<file path="config.mk">
export PLATFORM = sky130hd
export DESIGN_NAME = ldou_top
export DESIGN_NICKNAME = d
export VERILOG_FILES = /design/src/rtl/ldou_pkg.sv /design/src/rtl/ldou_seg_regs.sv /design/src/rtl/ldou_top.sv
export SDC_FILE = /design/constraint.sdc
export NUM_CORES = 1
export LEC_CHECK = 0
export BUFFER_PORTS_ARGS = -buffer_cell sky130_fd_sc_hd__buf_2
export CORE_UTILIZATION = 52
export DETAILED_ROUTE_END_ITERATION = 16
export GPL_ROUTABILITY_DRIVEN = 1
export PLACE_DENSITY_LB_ADDON = 0.25
export SLEW_MARGIN = 20
export SYNTH_ARGS = -nofsm -noshare
export SYNTH_HDL_FRONTEND = slang
export SYNTH_SLANG_ARGS = --single-unit
</file>
<file path="constraint.sdc">
create_clock -name ref_clk_i -period 2.2 [get_ports ref_clk_i]
set_clock_uncertainty 0.1 [all_clocks]
set_input_delay 0.11 -clock ref_clk_i [delete_from_list [all_inputs] [get_ports ref_clk_i]]
set_output_delay 0.11 -clock ref_clk_i [all_outputs]
set_load 0.02 [all_outputs]
</file>
<file path="src/rtl/ldou_pkg.sv">
// Purpose: shared constants and types for the digit-to-segment opcode unit
// Assumes: 24-bit accumulators hold six packed BCD digits, digit 1 in the low nibble
// Notes: segment word per digit is {dp, g, f, e, d, c, b, a}
package ldou_pkg;

  // ***************************************************************
  // widths and counts
  // ***************************************************************
  localparam int unsigned LDOU_DIGITS = 6;
  localparam int unsigned LDOU_ACC_W = 24;
  localparam int unsigned LDOU_SEG_W = 8;
  localparam int unsigned LDOU_REG_W = 24;
  localparam logic [3:0] LDOU_DP_MIN = 4'h1;
  localparam logic [3:0] LDOU_DP_MAX = 4'h6;
  localparam logic [2:0] LDOU_DIGIT_LAST = 3'h5;
  localparam int unsigned LDOU_DP_BIT = 7;

  // ***************************************************************
  // segment registers of the display driver
  // ***************************************************************
  localparam logic [7:0] LDOU_SEG_REG_A = 8'h3D;
  localparam logic [7:0] LDOU_SEG_REG_B = 8'h3E;
  localparam logic [7:0] LDOU_SEG_REG_C = 8'h3F;
  localparam logic [LDOU_REG_W-1:0] LDOU_REG_RST = 24'h000000;

  // ***************************************************************
  // opcodes and timing
  // ***************************************************************
  localparam logic [7:0] LDOU_OP_NOP = 8'h00;
  localparam logic [7:0] LDOU_OP_DIG2SEG = 8'h01;
  localparam logic [7:0] LDOU_OP_DIG2SEG_ALT = 8'h02;
  localparam logic [7:0] LDOU_OP_REFRESH = 8'h03;
  localparam logic [1:0] LDOU_NOP_CYCLES = 2'h1;
  localparam logic [1:0] LDOU_REFRESH_CYCLES = 2'h3;

  localparam logic [6:0] LDOU_SEG_BLANK = 7'h00;

  typedef enum logic [2:0] {
    LDOU_ST_IDLE = 3'b000,
    LDOU_ST_CONV = 3'b001,
    LDOU_ST_WRITE = 3'b010,
    LDOU_ST_REFRESH = 3'b011,
    LDOU_ST_WAIT = 3'b100
  } ldou_state_t;

  typedef struct packed {
    logic [7:0] opcode;
    logic [3:0] dp_pos;
  } ldou_instr_t;

  typedef struct packed {
    logic [7:0] addr;
    logic [LDOU_REG_W-1:0] data;
  } ldou_seg_wr_t;

endpackage

</file>
<file path="src/rtl/ldou_seg_regs.sv">
// Purpose: the three display segment data registers with registered read port
// Assumes: one write port, one read port, same clock
// Notes: unknown addresses are ignored on write and read as zero
`timescale 1ns/1ps
module ldou_seg_regs (
  // clock and reset
  input wire logic ref_clk_i,
  input wire logic rst_b_i,
  // write port
  input wire logic wr_en_i,
  input wire ldou_pkg::ldou_seg_wr_t wr_i,
  // read port
  input wire logic [7:0] rd_addr_i,
  output logic [ldou_pkg::LDOU_REG_W-1:0] rd_data_o
);
  import ldou_pkg::*;

  logic [LDOU_REG_W-1:0] mem_q [3];
  logic [LDOU_REG_W-1:0] mem_d [3];
  logic [LDOU_REG_W-1:0] rd_d;

  function automatic logic [1:0] reg_index(input logic [7:0] addr);
    if (addr == LDOU_SEG_REG_A) begin
      return 2'h0;
    end else if (addr == LDOU_SEG_REG_B) begin
      return 2'h1;
    end else if (addr == LDOU_SEG_REG_C) begin
      return 2'h2;
    end else begin
      return 2'h3;
    end
  endfunction

  always_comb begin
    logic [1:0] wi;
    logic [1:0] ri;
    wi = reg_index(wr_i.addr);
    ri = reg_index(rd_addr_i);
    for (int i = 0; i < 3; i++) begin
      mem_d[i] = mem_q[i];
    end
    if (wr_en_i && wi != 2'h3) begin
      mem_d[wi] = wr_i.data;
    end
    rd_d = (ri == 2'h3) ? LDOU_REG_RST : mem_q[ri];
  end

  always_ff @(posedge ref_clk_i or negedge rst_b_i) begin
    if (!rst_b_i) begin
      for (int i = 0; i < 3; i++) begin
        mem_q[i] <= LDOU_REG_RST;
      end
      rd_data_o <= LDOU_REG_RST;
    end else begin
      for (int i = 0; i < 3; i++) begin
        mem_q[i] <= mem_d[i];
      end
      rd_data_o <= rd_d;
    end
  end

endmodule

</file>
<file path="src/rtl/ldou_top.sv">
// Purpose: executes the digit-to-segment, display refresh and no-operation opcodes
// Assumes: instructions arrive one at a time with a one-cycle start pulse
// Notes: digit results occupy registers A and B; register C is left to other opcodes
//
// Summary of operation
// - The conversion opcode turns all six decimal digits of the chosen accumulator into segment patterns.
// - The immediate 1 to 6 picks the digit position that carries the decimal point.
// - Zero digits left of the decimal point, up to the first non-zero digit, are shown blank.
// - The result goes straight into segment registers 61 and 62, not into an accumulator.
// - The refresh opcode sends segment registers 61 to 63 to the display driver.
// - The no-operation opcode takes one cycle and changes no register or flag.
`timescale 1ns/1ps
module ldou_top (
  // clock and reset
  input wire logic ref_clk_i,
  input wire logic rst_b_i,
  // instruction issue
  input wire logic start_i,
  input wire ldou_pkg::ldou_instr_t instr_i,
  output logic busy_o,
  output logic done_o,
  // accumulator sources
  input wire logic [ldou_pkg::LDOU_ACC_W-1:0] acc_x_i,
  input wire logic [ldou_pkg::LDOU_ACC_W-1:0] acc_y_i,
  // register 63 contents written by other opcodes
  input wire logic seg_c_wr_i,
  input wire logic [ldou_pkg::LDOU_REG_W-1:0] seg_c_data_i,
  // display driver transfer
  output logic lcd_load_o,
  output logic [ldou_pkg::LDOU_REG_W-1:0] lcd_data_o,
  output logic [1:0] lcd_word_o
);
  import ldou_pkg::*;

  // ***************************************************************
  // helpers
  // ***************************************************************
  function automatic logic [6:0] seg_of(input logic [3:0] digit);
    case (digit)
      4'h0: seg_of = 7'h3F;
      4'h1: seg_of = 7'h06;
      4'h2: seg_of = 7'h5B;
      4'h3: seg_of = 7'h4F;
      4'h4: seg_of = 7'h66;
      4'h5: seg_of = 7'h6D;
      4'h6: seg_of = 7'h7D;
      4'h7: seg_of = 7'h07;
      4'h8: seg_of = 7'h7F;
      4'h9: seg_of = 7'h6F;
      default: seg_of = LDOU_SEG_BLANK;
    endcase
  endfunction

  // ***************************************************************
  // state
  // ***************************************************************
  ldou_state_t state_q, state_d;
  logic [LDOU_ACC_W-1:0] src_q, src_d;
  logic [3:0] dp_q, dp_d;
  logic [2:0] idx_q, idx_d;
  logic blank_q, blank_d;
  logic [LDOU_SEG_W*LDOU_DIGITS-1:0] segs_q, segs_d;
  logic [1:0] cnt_q, cnt_d;
  logic done_q, done_d;
  logic [1:0] word_q, word_d;
  logic rd_valid_q, rd_valid_d;
  logic [1:0] rd_word_q, rd_word_d;

  logic wr_en;
  ldou_seg_wr_t wr;
  logic [7:0] rd_addr;
  logic [LDOU_REG_W-1:0] rd_data;

  ldou_seg_regs u_regs (
    .ref_clk_i(ref_clk_i),
    .rst_b_i(rst_b_i),
    .wr_en_i(wr_en),
    .wr_i(wr),
    .rd_addr_i(rd_addr),
    .rd_data_o(rd_data)
  );

  // ***************************************************************
  // next state
  // ***************************************************************
  always_comb begin
    logic [3:0] dig;
    logic [3:0] pos;
    logic [6:0] seg;
    dig = src_q[LDOU_ACC_W-1 -: 4];
    pos = 4'(LDOU_DIGITS) - {1'b0, idx_q};
    seg = seg_of(dig);
    state_d = state_q;
    src_d = src_q;
    dp_d = dp_q;
    idx_d = idx_q;
    blank_d = blank_q;
    segs_d = segs_q;
    cnt_d = cnt_q;
    done_d = 1'b0;
    rd_valid_d = 1'b0;
    rd_word_d = word_q;
    word_d = word_q;
    // side port owns the write port unless a conversion result is being stored
    wr_en = seg_c_wr_i;
    wr.addr = LDOU_SEG_REG_C;
    wr.data = seg_c_data_i;
    rd_addr = LDOU_SEG_REG_A;
    case (state_q)
      LDOU_ST_IDLE: begin
        if (start_i) begin
          if (instr_i.opcode == LDOU_OP_DIG2SEG || instr_i.opcode == LDOU_OP_DIG2SEG_ALT) begin
            src_d = (instr_i.opcode == LDOU_OP_DIG2SEG_ALT) ? acc_y_i : acc_x_i;
            dp_d = instr_i.dp_pos;
            if (instr_i.dp_pos < LDOU_DP_MIN || instr_i.dp_pos > LDOU_DP_MAX) begin
              dp_d = LDOU_DP_MIN;
            end
            idx_d = 3'h0;
            blank_d = 1'b1;
            state_d = LDOU_ST_CONV;
          end else if (instr_i.opcode == LDOU_OP_REFRESH) begin
            word_d = 2'h0;
            cnt_d = 2'h0;
            state_d = LDOU_ST_REFRESH;
          end else begin
            // unknown opcodes finish like a no-operation
            done_d = 1'b1;
          end
        end
      end
      LDOU_ST_CONV: begin
        // most significant digit first; digit 1 is the rightmost position
        if (dig != 4'h0 || pos <= dp_q) begin
          blank_d = 1'b0;
        end
        if (blank_q && dig == 4'h0 && pos > dp_q) begin
          seg = LDOU_SEG_BLANK;
        end
        segs_d = {segs_q[LDOU_SEG_W*(LDOU_DIGITS-1)-1:0], (pos == dp_q), seg};
        src_d = {src_q[LDOU_ACC_W-5:0], 4'h0};
        idx_d = idx_q + 3'h1;
        if (idx_q == LDOU_DIGIT_LAST) begin
          state_d = LDOU_ST_WRITE;
        end
      end
      LDOU_ST_WRITE: begin
        // a side port write to register 63 in this or the next cycle is lost
        wr_en = 1'b1;
        wr.addr = LDOU_SEG_REG_A;
        wr.data = segs_q[LDOU_REG_W-1:0];
        state_d = LDOU_ST_WAIT;
      end
      LDOU_ST_WAIT: begin
        wr_en = 1'b1;
        wr.addr = LDOU_SEG_REG_B;
        wr.data = segs_q[2*LDOU_REG_W-1:LDOU_REG_W];
        done_d = 1'b1;
        state_d = LDOU_ST_IDLE;
      end
      LDOU_ST_REFRESH: begin
        // read registers 61..63 in turn; each read lands one cycle later
        if (word_q == 2'h0) begin
          rd_addr = LDOU_SEG_REG_A;
        end else if (word_q == 2'h1) begin
          rd_addr = LDOU_SEG_REG_B;
        end else begin
          rd_addr = LDOU_SEG_REG_C;
        end
        rd_valid_d = 1'b1;
        rd_word_d = word_q;
        word_d = word_q + 2'h1;
        cnt_d = cnt_q + 2'h1;
        if (cnt_q == LDOU_REFRESH_CYCLES - 2'h1) begin
          done_d = 1'b1;
          state_d = LDOU_ST_IDLE;
        end
      end
      default: begin
        state_d = LDOU_ST_IDLE;
      end
    endcase
  end

  // ***************************************************************
  // registers
  // ***************************************************************
  always_ff @(posedge ref_clk_i or negedge rst_b_i) begin
    if (!rst_b_i) begin
      state_q <= LDOU_ST_IDLE;
      src_q <= '0;
      dp_q <= LDOU_DP_MIN;
      idx_q <= 3'h0;
      blank_q <= 1'b1;
      segs_q <= '0;
      cnt_q <= 2'h0;
      done_q <= 1'b0;
      word_q <= 2'h0;
      rd_valid_q <= 1'b0;
      rd_word_q <= 2'h0;
    end else begin
      state_q <= state_d;
      src_q <= src_d;
      dp_q <= dp_d;
      idx_q <= idx_d;
      blank_q <= blank_d;
      segs_q <= segs_d;
      cnt_q <= cnt_d;
      done_q <= done_d;
      word_q <= word_d;
      rd_valid_q <= rd_valid_d;
      rd_word_q <= rd_word_d;
    end
  end

  // display transfer: load pulses with the registered read word
  assign lcd_load_o = rd_valid_q;
  assign lcd_data_o = rd_data;
  assign lcd_word_o = rd_word_q;
  // busy is high in every state but idle, so a start during a conversion or refresh is dropped; a no-operation never raises it
  assign busy_o = (state_q != LDOU_ST_IDLE);
  assign done_o = done_q;

endmodule

</file>
* Yosys cells after proc, flatten, opt, wreduce, memory -nomap -nowiden
Memory sizes are Yosys's and may differ from the RTL's.
Cells that the tools add are included.
** Word-level totals
- Bits in read-only memories :: 112
- Word-level logic and storage cells :: 124
- Input port bits :: 88
- Memories kept :: 1
- Flip-flop bits (word level) :: 187
** Memory list
- (no name shown) :: depth 16, width 7, rd ports 1, clocked after memory_dff 0, wr ports 0, RTL line ldou_top.sv:39 : case (digit)
** Operators by class
- Bitwise gates (word level) :: 2
- $add $sub $neg :: 4
- Mux-type cells :: 48
- Equal/unequal tests :: 27
- Magnitude comparators :: 7
- Reductions and logical operators :: 20
** Operators by type and width (number)
- $mux W24 :: 7
- $bwmux W72 :: 1
- $pmux W26 S2 :: 1
- $bmux W24 S2 :: 1
- $demux W24 S2 :: 1
- $pmux W24 S2 :: 1
- $eq A6 B6 Y1 const B :: 6
- $mux W3 :: 7
- $mux W2 :: 9
- $eq A8 B2 Y1 const B :: 2
- $ne A2 B2 Y1 const B :: 8
- $mux W1 :: 12
- $pmux W3 S4 :: 1
- $reduce_and A4 Y1 :: 3
- $eq A8 B1 Y1 const B :: 1
- $pmux W2 S2 :: 2
- $mux W7 :: 1
- $eq A3 B2 Y1 const B :: 2
- $eq A3 B3 Y1 const B :: 2
- $ge A3 B3 Y1 const B :: 2
- $not A2 Y3 :: 2
- $pmux W3 S2 :: 1
- $reduce_and A3 Y1 :: 2
- $add A2 B1 Y2 const B :: 2
- 24 further kinds :: 31

* Longest topological paths before layout
Gate-level depths: netlist (run 1).
- Word-level depth :: 13
- Mapped depth :: 10

* Cells and area by module
A second synthesis (run 1) with hierarchy kept.
** Unflattened totals
- Cells, all modules :: 804
- Area total of the unflattened synthesis :: 8862.2 um^2
** Modules (own cells, without submodules)
- ldou_top :: cells each 538, times used 1, area each 4767.1 um^2
- ldou_seg_regs :: cells each 266, times used 1, area each 4095.2 um^2

* Worst setup path after synthesis (run 1)
Ideal clock, no wire load.
- Path kind :: reg-to-reg
- From :: register state_q[2]
- To :: register u_regs.rd_data_o[12] in the netlist's numbering
- Stages on the path, launching flop included :: 11
- Data arrival time :: 1.977 ns
- Required time :: 1.953 ns
- Path slack :: -0.023 ns
- Period minus slack after synthesis :: 2.223 ns
- Path buffers :: 4
- Cell sequence :: dfrtp_1 > buf_6 > nand3b_4 > inv_2 > nand2_2 > inv_2 > buf_4 > ha_1 > clkbuf_1 > clkbuf_1 > a311oi_1
** On the way
- Word-level cells in the longest chain between the ends :: 11
** RTL lines
- start: declaration :: RTL line ldou_top.sv:57 : ldou_state_t state_q, state_d;
- start signal: assignment :: RTL line ldou_top.sv:201 : state_q <= state_d;
- $eq A3 B2 Y1 * :: RTL line ldou_top.sv:109 : case (state_q)
- $mux W2 * :: RTL line ldou_top.sv:109
- $eq A6 B6 Y1 :: RTL line ldou_seg_regs.sv:27 : end else if (addr == LDOU_SEG_REG_C) begin
- $mux W1 :: RTL line ldou_seg_regs.sv:27
- $mux W2 :: RTL line ldou_seg_regs.sv:25 : end else if (addr == LDOU_SEG_REG_B) begin
- $mux W2 * :: RTL line ldou_seg_regs.sv:23 : if (addr == LDOU_SEG_REG_A) begin
- $not A2 Y3 (implied by the code) :: RTL line ldou_seg_regs.sv:45 : rd_d = (ri == 2'h3) ? LDOU_REG_RST : mem_q[ri];
- $bmux W24 S2 :: RTL line ldou_seg_regs.sv:45
- $mux W24 (implied by the code) (2 in a row) :: RTL line ldou_seg_regs.sv:45
- $mux W24 * :: RTL line ldou_seg_regs.sv:45
- via u_regs.rd_d[12] :: RTL line ldou_seg_regs.sv:20 : logic [LDOU_REG_W-1:0] rd_d;
- end signal: assignment :: RTL line ldou_seg_regs.sv:58 : rd_data_o <= rd_d;
- end: declaration :: RTL line ldou_seg_regs.sv:14 : output logic [ldou_pkg::LDOU_REG_W-1:0] rd_data_o
Mark *: on every way through the listed nets, which the timed path passes. The rest lies on a longest branch. The select of a mux whose other input is x is not followed.
A chain may end at the register's enable or synchronous reset.

* Worst setup path after layout (run 1)
- From :: register idx_q[0]
- To :: register segs_q[6]
** On the way
- Word-level cells in the longest chain between the ends :: 4
** RTL lines
- start: declaration :: RTL line ldou_top.sv:60 : logic [2:0] idx_q, idx_d;
- start signal: assignment :: RTL line ldou_top.sv:204 : idx_q <= idx_d;
- $sub A3 B3 Y4 :: RTL line ldou_top.sv:91 : pos = 4'(LDOU_DIGITS) - {1'b0, idx_q};
- $gt A4 B4 Y1 :: RTL line ldou_top.sv:136 : if (blank_q && dig == 4'h0 && pos > dp_q) begin
- $logic_and A1 B1 Y1 :: RTL line ldou_top.sv:136
- $mux W7 :: RTL line ldou_top.sv:136
- end signal: assignment :: RTL line ldou_top.sv:206 : segs_q <= segs_d;
- end: declaration :: RTL line ldou_top.sv:62 : logic [LDOU_SEG_W*LDOU_DIGITS-1:0] segs_q, segs_d;
No other way between the ends.

==> run summary, run 1 <==
status: complete, no violations
startpoint types: flop
register area: 4682 um2
Area Overhead vs Synth: 26.75%
total core area: 15,370 um2
largest net degree at the start of global routing: 80
Synth Flop Type: dfrtp_1
crit-path max cell delay: 0.45 ns
number of detailed-route iterations in the first pass: 5
CTS sink count: 187
Reg clk slew, reported paths: 0.07 ns
DRC Markers: 0
peak supply drop: 754.3 uV
Max Freq: 483.6 MHz
Buffers on Ports: 116
setup repair bufs after CTS: 0
relative slew slack: 35.39%
Root Buffer: clkbuf_16
design area: 10,460 um2
Starting DRT DRC Count: 302
Filler Cells Inserted: 1,112
die width: 128.0 um
Final Hold Fails: 0
TritonCTS clock tree: done
Synth area leader: dfrtp_1
Syn. warnings: 0
period utilization: 93.99%
Finish-stage setup viols: 0
max-cap viol count: 0
#FFs+latches synth: 187
num rows: 45
crit-path max FO: 8
critical path class: flop to flop
layout cells sized above 1: 24.68%
final std cells w/o fill: 1,159
placed cells: 1,047
Required @ worst endpoint: 2.43 ns
H-tree depth: 4
routed len/inst: 15.83 um
worst hold stages: 5
RSZ-0062 raised after global routing: false
worst reg-to-reg path cell count: 8
PwrDens: 1239 nW/um2
Synth cell types: 47
Mapped Area: 8252 um2
number of synthesized flops with an enable pin: 0
CP Capture Type: flop
Routed WL: 18.35 mm
die footprint: 16,380 um2
worst-path cell chain: ha_1 > xnor2_1 > ha_1 > nand4_1 > nand4_1 > a21oi_1 > buf_4 > o31ai_1
Vias per Instance: 5.399
worst slew pin tran: 0.9692 ns
Async SR Flop Fraction: 100.0%
Area contributors post-synth: dfrtp_1 (56%), nand2_1 (9.3%), mux2_2 (7.1%)
number of global-route vias before repair: 6,284
Fin Setup TNS: 0 ns
GRT overflow: 0
antenna violations before repair: 0
Ant. Diodes: 0
fin nets: 1,038
P_leak: 5.178 nW
share of the synthesized area in the top cell type: 56.10%
Avg Synthesized Cell Area: 11.02 um2
Post-Syn Instances: 749
commonest non-fill, non-tap cells in the layout: nand2_1 (205), dfrtp_1 (185), buf_2 (115)
initial core utilization: 53.68%
Hold Crit Class: input port to flop
Clock Latency Late Sink: 0.43 ns
WP data arrival: 2.29 ns
Final GP Congestion: 0.8260
vias: 6,258
Die Ht: 128.0 um
gr usage total: 23.71%
IO Pins: 117
Synthesized Nets: 852
global-route wire length before repair: 30.22 mm
Period minus WS final: 2.068 ns
Num CTS Buffers: 17
CP max stage cell: dfrtp_1
Detail Route Antenna Nets: 0
clk buf depth: 2
most common cell after layout, fill and taps aside: nand2_1
Multi-input gate area: 3218 um2
Post-DP Area: 9066 um2
Seq/Total Area, Yosys: 56.74%
count of pins over their slew limit: 0
HPWL after detailed placement: 11.40 mm
routing by layer:
metal | vias up | part of all wire, % | GRT usage (%)
li1 | 2955 | - | -
met3 | 32 | 4.1 | 4.466
met4 | 0 | 1.7 | 7.958
met5 | - | 0 | 0
met2 | 170 | 50 | 41.69
met1 | 3101 | 44 | 29.38
critical path: cells and delay by family, from the launching register on:
| family | cells | cell delay, ns |
|---|---|---|
| buf+inv | 1 | 0.17 |
| fa+ha+maj | 2 | 0.58 |
| flops | 1 | 0.45 |
| compound gates | 2 | 0.28 |
| xor+xnor | 1 | 0.13 |
| simple gates | 2 | 0.25 |
logic make-up (layout without fill, tap and decap cells):
group | Yosys count | in the layout | synth area share, %
AO/OA/AOI/OAI | 111 | 111 | 8.931
XOR/XNOR | 2 | 2 | 0.2123
adder cells (fa/ha/maj) | 15 | 15 | 2.274
buffers and inverters | 68 | 267 | 4.428
flip-flops | 187 | 187 | 56.74
multiplexers | 99 | 99 | 13.10
AND/OR/NAND/NOR | 267 | 267 | 14.31
layout make-up:
class | count | area share (%)
flip-flops and latches | 187 | 44.77
inverters | 19 | 0.6819
clock inverters | 9 | 0.8374
well taps | 211 | 2.524
repair buffers | 216 | 15.66
clock buffers | 23 | 4.761
multi-input cells | 494 | 30.77
through the flow:
step	utilization, %	power (W)	hold slack (ns)	setup WS [ns]
floorplan	-	0.008529	-0.2856	0.07096
global placement	58.98	0.009666	-0.003506	0.2834
detailed placement	58.98	0.009921	-0.001803	0.1613
CTS	68.00	0.01303	0.04823	0.1025
global route	68.04	0.01373	0.09102	0.02195
finish	68.04	0.01296	0.06495	0.1322
state kept, by name, indices dropped and copies added, names as in the netlist, 2 cells and up:
register	flops
lcd_word_o	2
cnt_q	2
src_q	24
state_q	3
rd_word_d	2
segs_q	48
u_regs.mem_q	72
idx_q	3
u_regs.rd_data_o	24
dp_q	4
power breakdown:
part | internal (W) | leakage, nW | switching, W
combinational | 0.00195 | 2.50 | 0.00238
clock | 0.00171 | 0.277 | 0.00127
sequential | 0.00480 | 2.40 | 0.000844
path summary, 6_finish.rpt:
| check | from | slack (ns) | endpoint |
|---|---|---|---|
| setup / recovery | idx_q[0] | 0.13 | segs_q[6] |
| hold / removal | instr_i[8] | 0.06 | state_q[1] |
| setup reg to reg | idx_q[0] | 0.13 | segs_q[6] |
| hold reg to reg | rd_word_d[1] | 0.30 | lcd_word_o[1] |
| max in group asynchronous | rst_b_i | 1.18 | dp_q[0] |
| min in group asynchronous | rst_b_i | 0.10 | u_regs.mem_q[15] |
synthesized netlist by cell type, types with 3 or more instances:
library cell,number
buf_6,10
nand2_1,205
o21ai_1,6
mux2_1,20
buf_2,10
mux2_2,52
nand3b_1,3
nor2_1,6
clkbuf_1,22
nand3_1,31
o31ai_1,6
dfrtp_1,185
a21o_1,3
inv_1,17
ha_1,15
a311oi_1,23
mux2i_1,27
o211ai_1,21
nand2b_1,3
a21oi_1,33
o21ai_0,12
buf_4,6
timing repair:
item,4_1_cts,5_1_grt
endpoints found under the hold margin,237,0
resized for setup,0,1
setup endpoints to repair,0,1
hold buffers,80,0
(Power assumes the default switching activity.)
==> run 2: changes to the inputs <==
Settings changed: CORE_UTILIZATION 52 to 62.
Clock period 2.2 ns to 2.5 ns, I/O delays scaled along.
==> run 2 against run 1 <==
Register-to-register slack barely moved. Global-route usage rose by 7.1 points. Cell count fell by 3.8%.
==> run summary, run 2 (same netlist as run 1, synthesis figures left out) <==
status: complete, no violations
worst slew pin tran: 0.9558 ns (-0.01338 ns)
clk buf depth: 2 (unchanged)
most common cell after layout, fill and taps aside: nand2_1
Detail Route Antenna Nets: 0 (unchanged)
Routed WL: 20.08 mm (+9.4%)
TritonCTS clock tree: done
Num CTS Buffers: 17 (unchanged)
RR Endpoint: dp_q[0]
Multi-input gate area: 3224 um2 (+0.19%)
CP max stage cell: dlygate4sd3_1
Top delay family on crit path: simple AND/OR/NAND/NOR gates
die width: 117.4 um (-8.3%)
peak supply drop: 659.1 uV (-13%)
busiest grt layer: met2
Area Overhead vs Synth: 25.53%
relative slew slack: 36.28% (+0.89 points)
max reg flops: 72 (unchanged)
gr usage total: 30.78% (+7.1 points)
global-route wire length before repair: 33.42 mm (+11%)
startpoint types: flop
initial core utilization: 64.60% (+11 points)
fin nets: 1,034 (-0.39%)
hold endpoint: dp_q[0]
Root Buffer: clkbuf_16
Vias per Instance: 5.819 (+7.8%)
Filler Cells Inserted: 666 (-40%)
Required @ worst endpoint: 2.76 ns (+0.33 ns)
Die Ht: 117.4 um (-8.3%)
largest net degree at the start of global routing: 64 (-20%)
number of global-route vias before repair: 6,819 (+8.5%)
antenna violations before repair: 0 (unchanged)
vias: 6,488 (+3.7%)
total core area: 12,770 um2 (-17%)
worst reg-to-reg path cell count: 5 (-3)
Ant. Diodes: 0 (unchanged)
Hold Startpoint: instr_i[8]
die footprint: 13,770 um2 (-16%)
Largest regs: u_regs.mem_q (72), segs_q (48)
Reg clk slew, reported paths: 0.06 ns (about the same)
WP buf/inv: 1 (unchanged)
met2 usage: 51.41% (+9.7 points)
worst-path cell chain: nor4b_4 > nand4_4 > nor4_1 > dlygate4sd3_1 > a21oi_1
placed cells: 1,004 (-4.1%)
final std cells w/o fill: 1,115 (-3.8%)
crit-path max cell delay: 0.59 ns (+0.14 ns)
IO Pins: 117 (unchanged)
Reg with most FFs: u_regs.mem_q
Fin Setup TNS: 0 ns (unchanged)
Buffers on Ports: 116 (unchanged)
period utilization: 94.56% (+0.57 points)
GR Layer Usage met1: 38.47% (+9.1 points)
CP Capture Type: flop
num rows: 41 (-8.9%)
RSZ-0062 raised after global routing: false
HPWL after detailed placement: 11.36 mm (-0.36%)
register area: 4682 um2 (unchanged)
FF-to-FF setup slack: 0.14 ns (about the same)
number of detailed-route iterations in the first pass: 5 (unchanged)
CTS sink count: 187 (unchanged)
Clock Latency Late Sink: 0.43 ns (about the same)
GRT overflow: 0 (unchanged)
PwrDens: 1114 nW/um2 (-10%)
DRC Markers: 0 (unchanged)
max-cap viol count: 0 (unchanged)
worst hold stages: 4 (-1)
Final Hold Fails: 0 (unchanged)
WP data arrival: 2.62 ns (+0.33 ns)
layout cells sized above 1: 24.28% (-0.40 points)
count of pins over their slew limit: 0 (unchanged)
critical path class: flop to flop
Max Freq: 423.0 MHz (-13%)
Final GP Congestion: 0.7758 (-6.1%)
commonest non-fill, non-tap cells in the layout: nand2_1 (205), dfrtp_1 (185), buf_2 (115)
met3 Use GR: 6.372% (+1.9 points)
Period minus WS final: 2.364 ns (+0.2963 ns)
Hold Crit Class: input port to flop
Finish-stage setup viols: 0 (unchanged)
routed len/inst: 18.00 um (+14%)
Starting DRT DRC Count: 551 (+82%)
Critical R2R Launch: state_q[1]
H-tree depth: 4 (unchanged)
crit-path max FO: 13 (+5)
P_leak: 5.166 nW (-0.22%)
## run 2: power by group
| group | total [W] | leakage [nW] | internal, W | switching [W] |
|---|---|---|---|---|
| Sequential | 0.00505 | 2.40 | 0.00423 | 0.000823 |
| Clock | 0.00273 | 0.301 | 0.00165 | 0.00108 |
| Combinational | 0.00376 | 2.46 | 0.00162 | 0.00214 |
| Total | 0.0115 | 5.17 | 0.00750 | 0.00404 |
## run 2: metal layers
| layer | wire (um) | up-vias | share of wire [%] |
|---|---|---|---|
| met2 | 10150 | 281 | 51 |
| met4 | 672 | 0 | 3.3 |
| met1 | 8167 | 3219 | 41 |
| li1 | - | 2931 | - |
| met5 | 0 | - | 0 |
| met3 | 1089 | 57 | 5.4 |
## run 2: timing repair
action	in CTS	in global routing
setup endpoints to repair	0	3
hold buffers	80	0
buffers inserted	0	0
gates resized for setup	0	2
hold endpoints to repair	237	0
## run 2: final cells by class
type	count	share of cell area, %
clock buffers	25	5.073
clock inverters	6	0.7972
inverters	19	0.6885
multi-input cells	494	31.13
flip-flops and latches	187	45.20
well taps	172	2.078
repair buffers	212	15.04
## run 2: stage by stage
stage	setup WS, ns	power (W)	hold WS [ns]	area, um2	util, %
after global placement	0.2873	0.008381	-0.02937	8937	69.97
after global routing	0.02233	0.01220	0.02785	10360	81.10
after floorplan	0.2767	0.007504	-0.2706	8252	-
after CTS	0.1010	0.01150	0.02310	10350	81.00
final	0.1360	0.01154	0.004681	10360	81.10
after detailed placement	0.1991	0.008614	-0.01765	8937	69.97
## run 2: worst register-to-register path: stages (launching register included)
cell           delay (ns)
dfrtp_1              0.53
nor4b_4              0.40
nand4_4              0.26
nor4_1               0.36
dlygate4sd3_1        0.59
a21oi_1              0.04
## run 2: how the worst max path moves through the flow
stage / start / end / slack (ns) / depth (start not counted)
after floorplan: state_q[2] / u_regs.rd_data_o[12] / 0.28 / 10
after global placement: idx_q[0] / segs_q[1] / 0.29 / 7
after detailed placement: idx_q[0] / segs_q[1] / 0.20 / 7
after CTS: state_q[1] / dp_q[0] / 0.10 / 5
after global routing: state_q[1] / dp_q[0] / 0.02 / 5
final: state_q[1] / dp_q[0] / 0.14 / 5
==> run 3: changes to the inputs <==
Clock period 2.5 ns to 2.84 ns, I/O delays scaled along.
==> run 3 against run 2 <==
Register-to-register slack improved by 0.25 ns. Cell area fell by 0.40%. Critical path depth did not move. Highest routed layer unchanged.
==> run summary, run 3 (same netlist as run 1, synthesis figures left out) <==
vias: 6,473 (-0.23%)
max-cap viol count: 0 (unchanged)
Detail Route Antenna Nets: 0 (unchanged)
Reg clk slew, reported paths: 0.06 ns (about the same)
number of global-route vias before repair: 6,692 (-1.9%)
Finish-stage setup viols: 0 (unchanged)
Final GP Congestion: 0.8145 (+5.0%)
Max Freq: 407.0 MHz (-3.8%)
fin nets: 1,033 (-0.097%)
worst slew pin tran: 0.9271 ns (-0.02872 ns)
Period minus WS final: 2.457 ns (+0.09285 ns)
Vias per Instance: 5.816 (about the same)
status: complete, no violations
layout cells sized above 1: 24.02% (-0.27 points)
Clock Latency Late Sink: 0.43 ns (about the same)
DRC Markers: 0 (unchanged)
initial core utilization: 64.60% (unchanged)
Root Buffer: clkbuf_16
Hold Crit Class: input port to flop
Post-DP Area: 8892 um2 (-0.50%)
HPWL after detailed placement: 11.60 mm (+2.1%)
routed len/inst: 18.07 um (+0.36%)
number of detailed-route iterations in the first pass: 5 (unchanged)
Largest regs: u_regs.mem_q (72), segs_q (48)
global-route wire length before repair: 33.15 mm (-0.81%)
Die Ht: 117.4 um (unchanged)
IO Pins: 117 (unchanged)
setup repair bufs after CTS: 0 (unchanged)
period utilization: 86.51% (-8.1 points)
peak supply drop: 528.0 uV (-20%)
final std cells w/o fill: 1,113 (-0.18%)
Power Total: 0.01023 W (-11%)
WP data arrival: 2.70 ns (+0.08 ns)
Area Overhead vs Synth: 25.03%
critical path class: flop to flop
total core area: 12,770 um2 (unchanged)
CTS sink count: 187 (unchanged)
P_leak: 5.154 nW (-0.24%)
Routed WL: 20.11 mm (+0.18%)
CP Capture Type: flop
antenna violations before repair: 0 (unchanged)
Num CTS Buffers: 17 (unchanged)
Ant. Diodes: 0 (unchanged)
relative slew slack: 38.20% (+1.9 points)
clk buf depth: 2 (unchanged)
Final Hold Fails: 0 (unchanged)
placed cells: 1,003 (-0.10%)
design area: 10,320 um2 (-0.40%)
largest net degree at the start of global routing: 81 (+27%)
Required @ worst endpoint: 3.09 ns (+0.33 ns)
max reg flops: 72 (unchanged)
GRT overflow: 0 (unchanged)
final setup margin: 0.3831 ns (+0.2472 ns)
gr usage total: 30.71% (-0.067 points)
startpoint types: flop
count of pins over their slew limit: 0 (unchanged)
commonest non-fill, non-tap cells in the layout: nand2_1 (205), dfrtp_1 (185), buf_2 (115)
Buffers on Ports: 116 (unchanged)
Reg with most FFs: u_regs.mem_q
pre-CTS setup slack: 0.5441 ns (+0.3450 ns)
H-tree depth: 4 (unchanged)
num rows: 41 (unchanged)
Fin Setup TNS: 0 ns (unchanged)
most common cell after layout, fill and taps aside: nand2_1
TritonCTS clock tree: done
Starting DRT DRC Count: 457 (-17%)
PwrDens: 991.2 nW/um2 (-11%)
die footprint: 13,770 um2 (unchanged)
RSZ-0062 raised after global routing: false
die width: 117.4 um (unchanged)
crit-path max FO: 13 (unchanged)
-- run 3: cell types whose count changed in the layout (fill, tap and decap cells not counted), moves of 2 or more --
cell	before	now
bufinv_16	2	4
clkbuf_8	7	4
buf_4	12	14
buf_12	4	1
-- run 3: stage by stage --
step / util [%] / hold WS, ns
2_1_floorplan: - / -0.2536
4_1_cts: 80.77 / 0.05559
6_report: 80.77 / 0.06044
3_3_place_gp: 69.62 / 0.1137
5_1_grt: 80.77 / 0.09800
3_5_place_dp: 69.62 / 0.1271
-- run 3: power by group --
group | leakage [nW] | internal (W) | total [W] | switching, W
clock | 0.312 | 0.00155 | 0.00250 | 0.000944
combinational | 2.44 | 0.00140 | 0.00329 | 0.00189
sequential | 2.40 | 0.00372 | 0.00444 | 0.000715
total | 5.15 | 0.00668 | 0.0102 | 0.00355
-- run 3: final cells by class --
cell class | instances | area (um2)
fillers | 674 | 2456
flip-flops and latches | 187 | 4682
inverters | 19 | 71.32
clock buffers | 22 | 484.2
multi-input cells | 494 | 3212
well taps | 172 | 215.2
repair buffers | 211 | 1513
clock inverters | 8 | 140.1
-- run 3: path summary, 6_finish.rpt --
check	startpoint	endpoint	slack [ns]	depth (start not counted)
max	state_q[1]	dp_q[0]	0.38	5
max in group asynchronous	rst_b_i	dp_q[0]	1.50	3
min reg2reg	rd_word_d[1]	lcd_word_o[1]	0.28	0
max reg2reg	state_q[1]	dp_q[0]	0.38	5
min in group asynchronous	rst_b_i	u_regs.mem_q[15]	0.22	2
min	instr_i[8]	state_q[1]	0.06	5
-- run 3: worst max-delay path: stages, from the launching register on --
cell	delay, ns
dfrtp_1	0.53
nor4b_4	0.35
nand4_2	0.35
nor4_1	0.38
dlygate4sd3_1	0.61
a21oi_1	0.05
-- run 3: timing repair --
item	in CTS	in global routing
hold endpoints to repair	128	0
hold buffers	80	0
gates resized for setup	0	0
-- run 3: metal layers --
layer | wire length [um] | track usage [%]
met4 | 610 | 12.50
met2 | 10330 | 52.81
met5 | 0 | 0
met3 | 1053 | 6.566
met1 | 8120 | 37.65
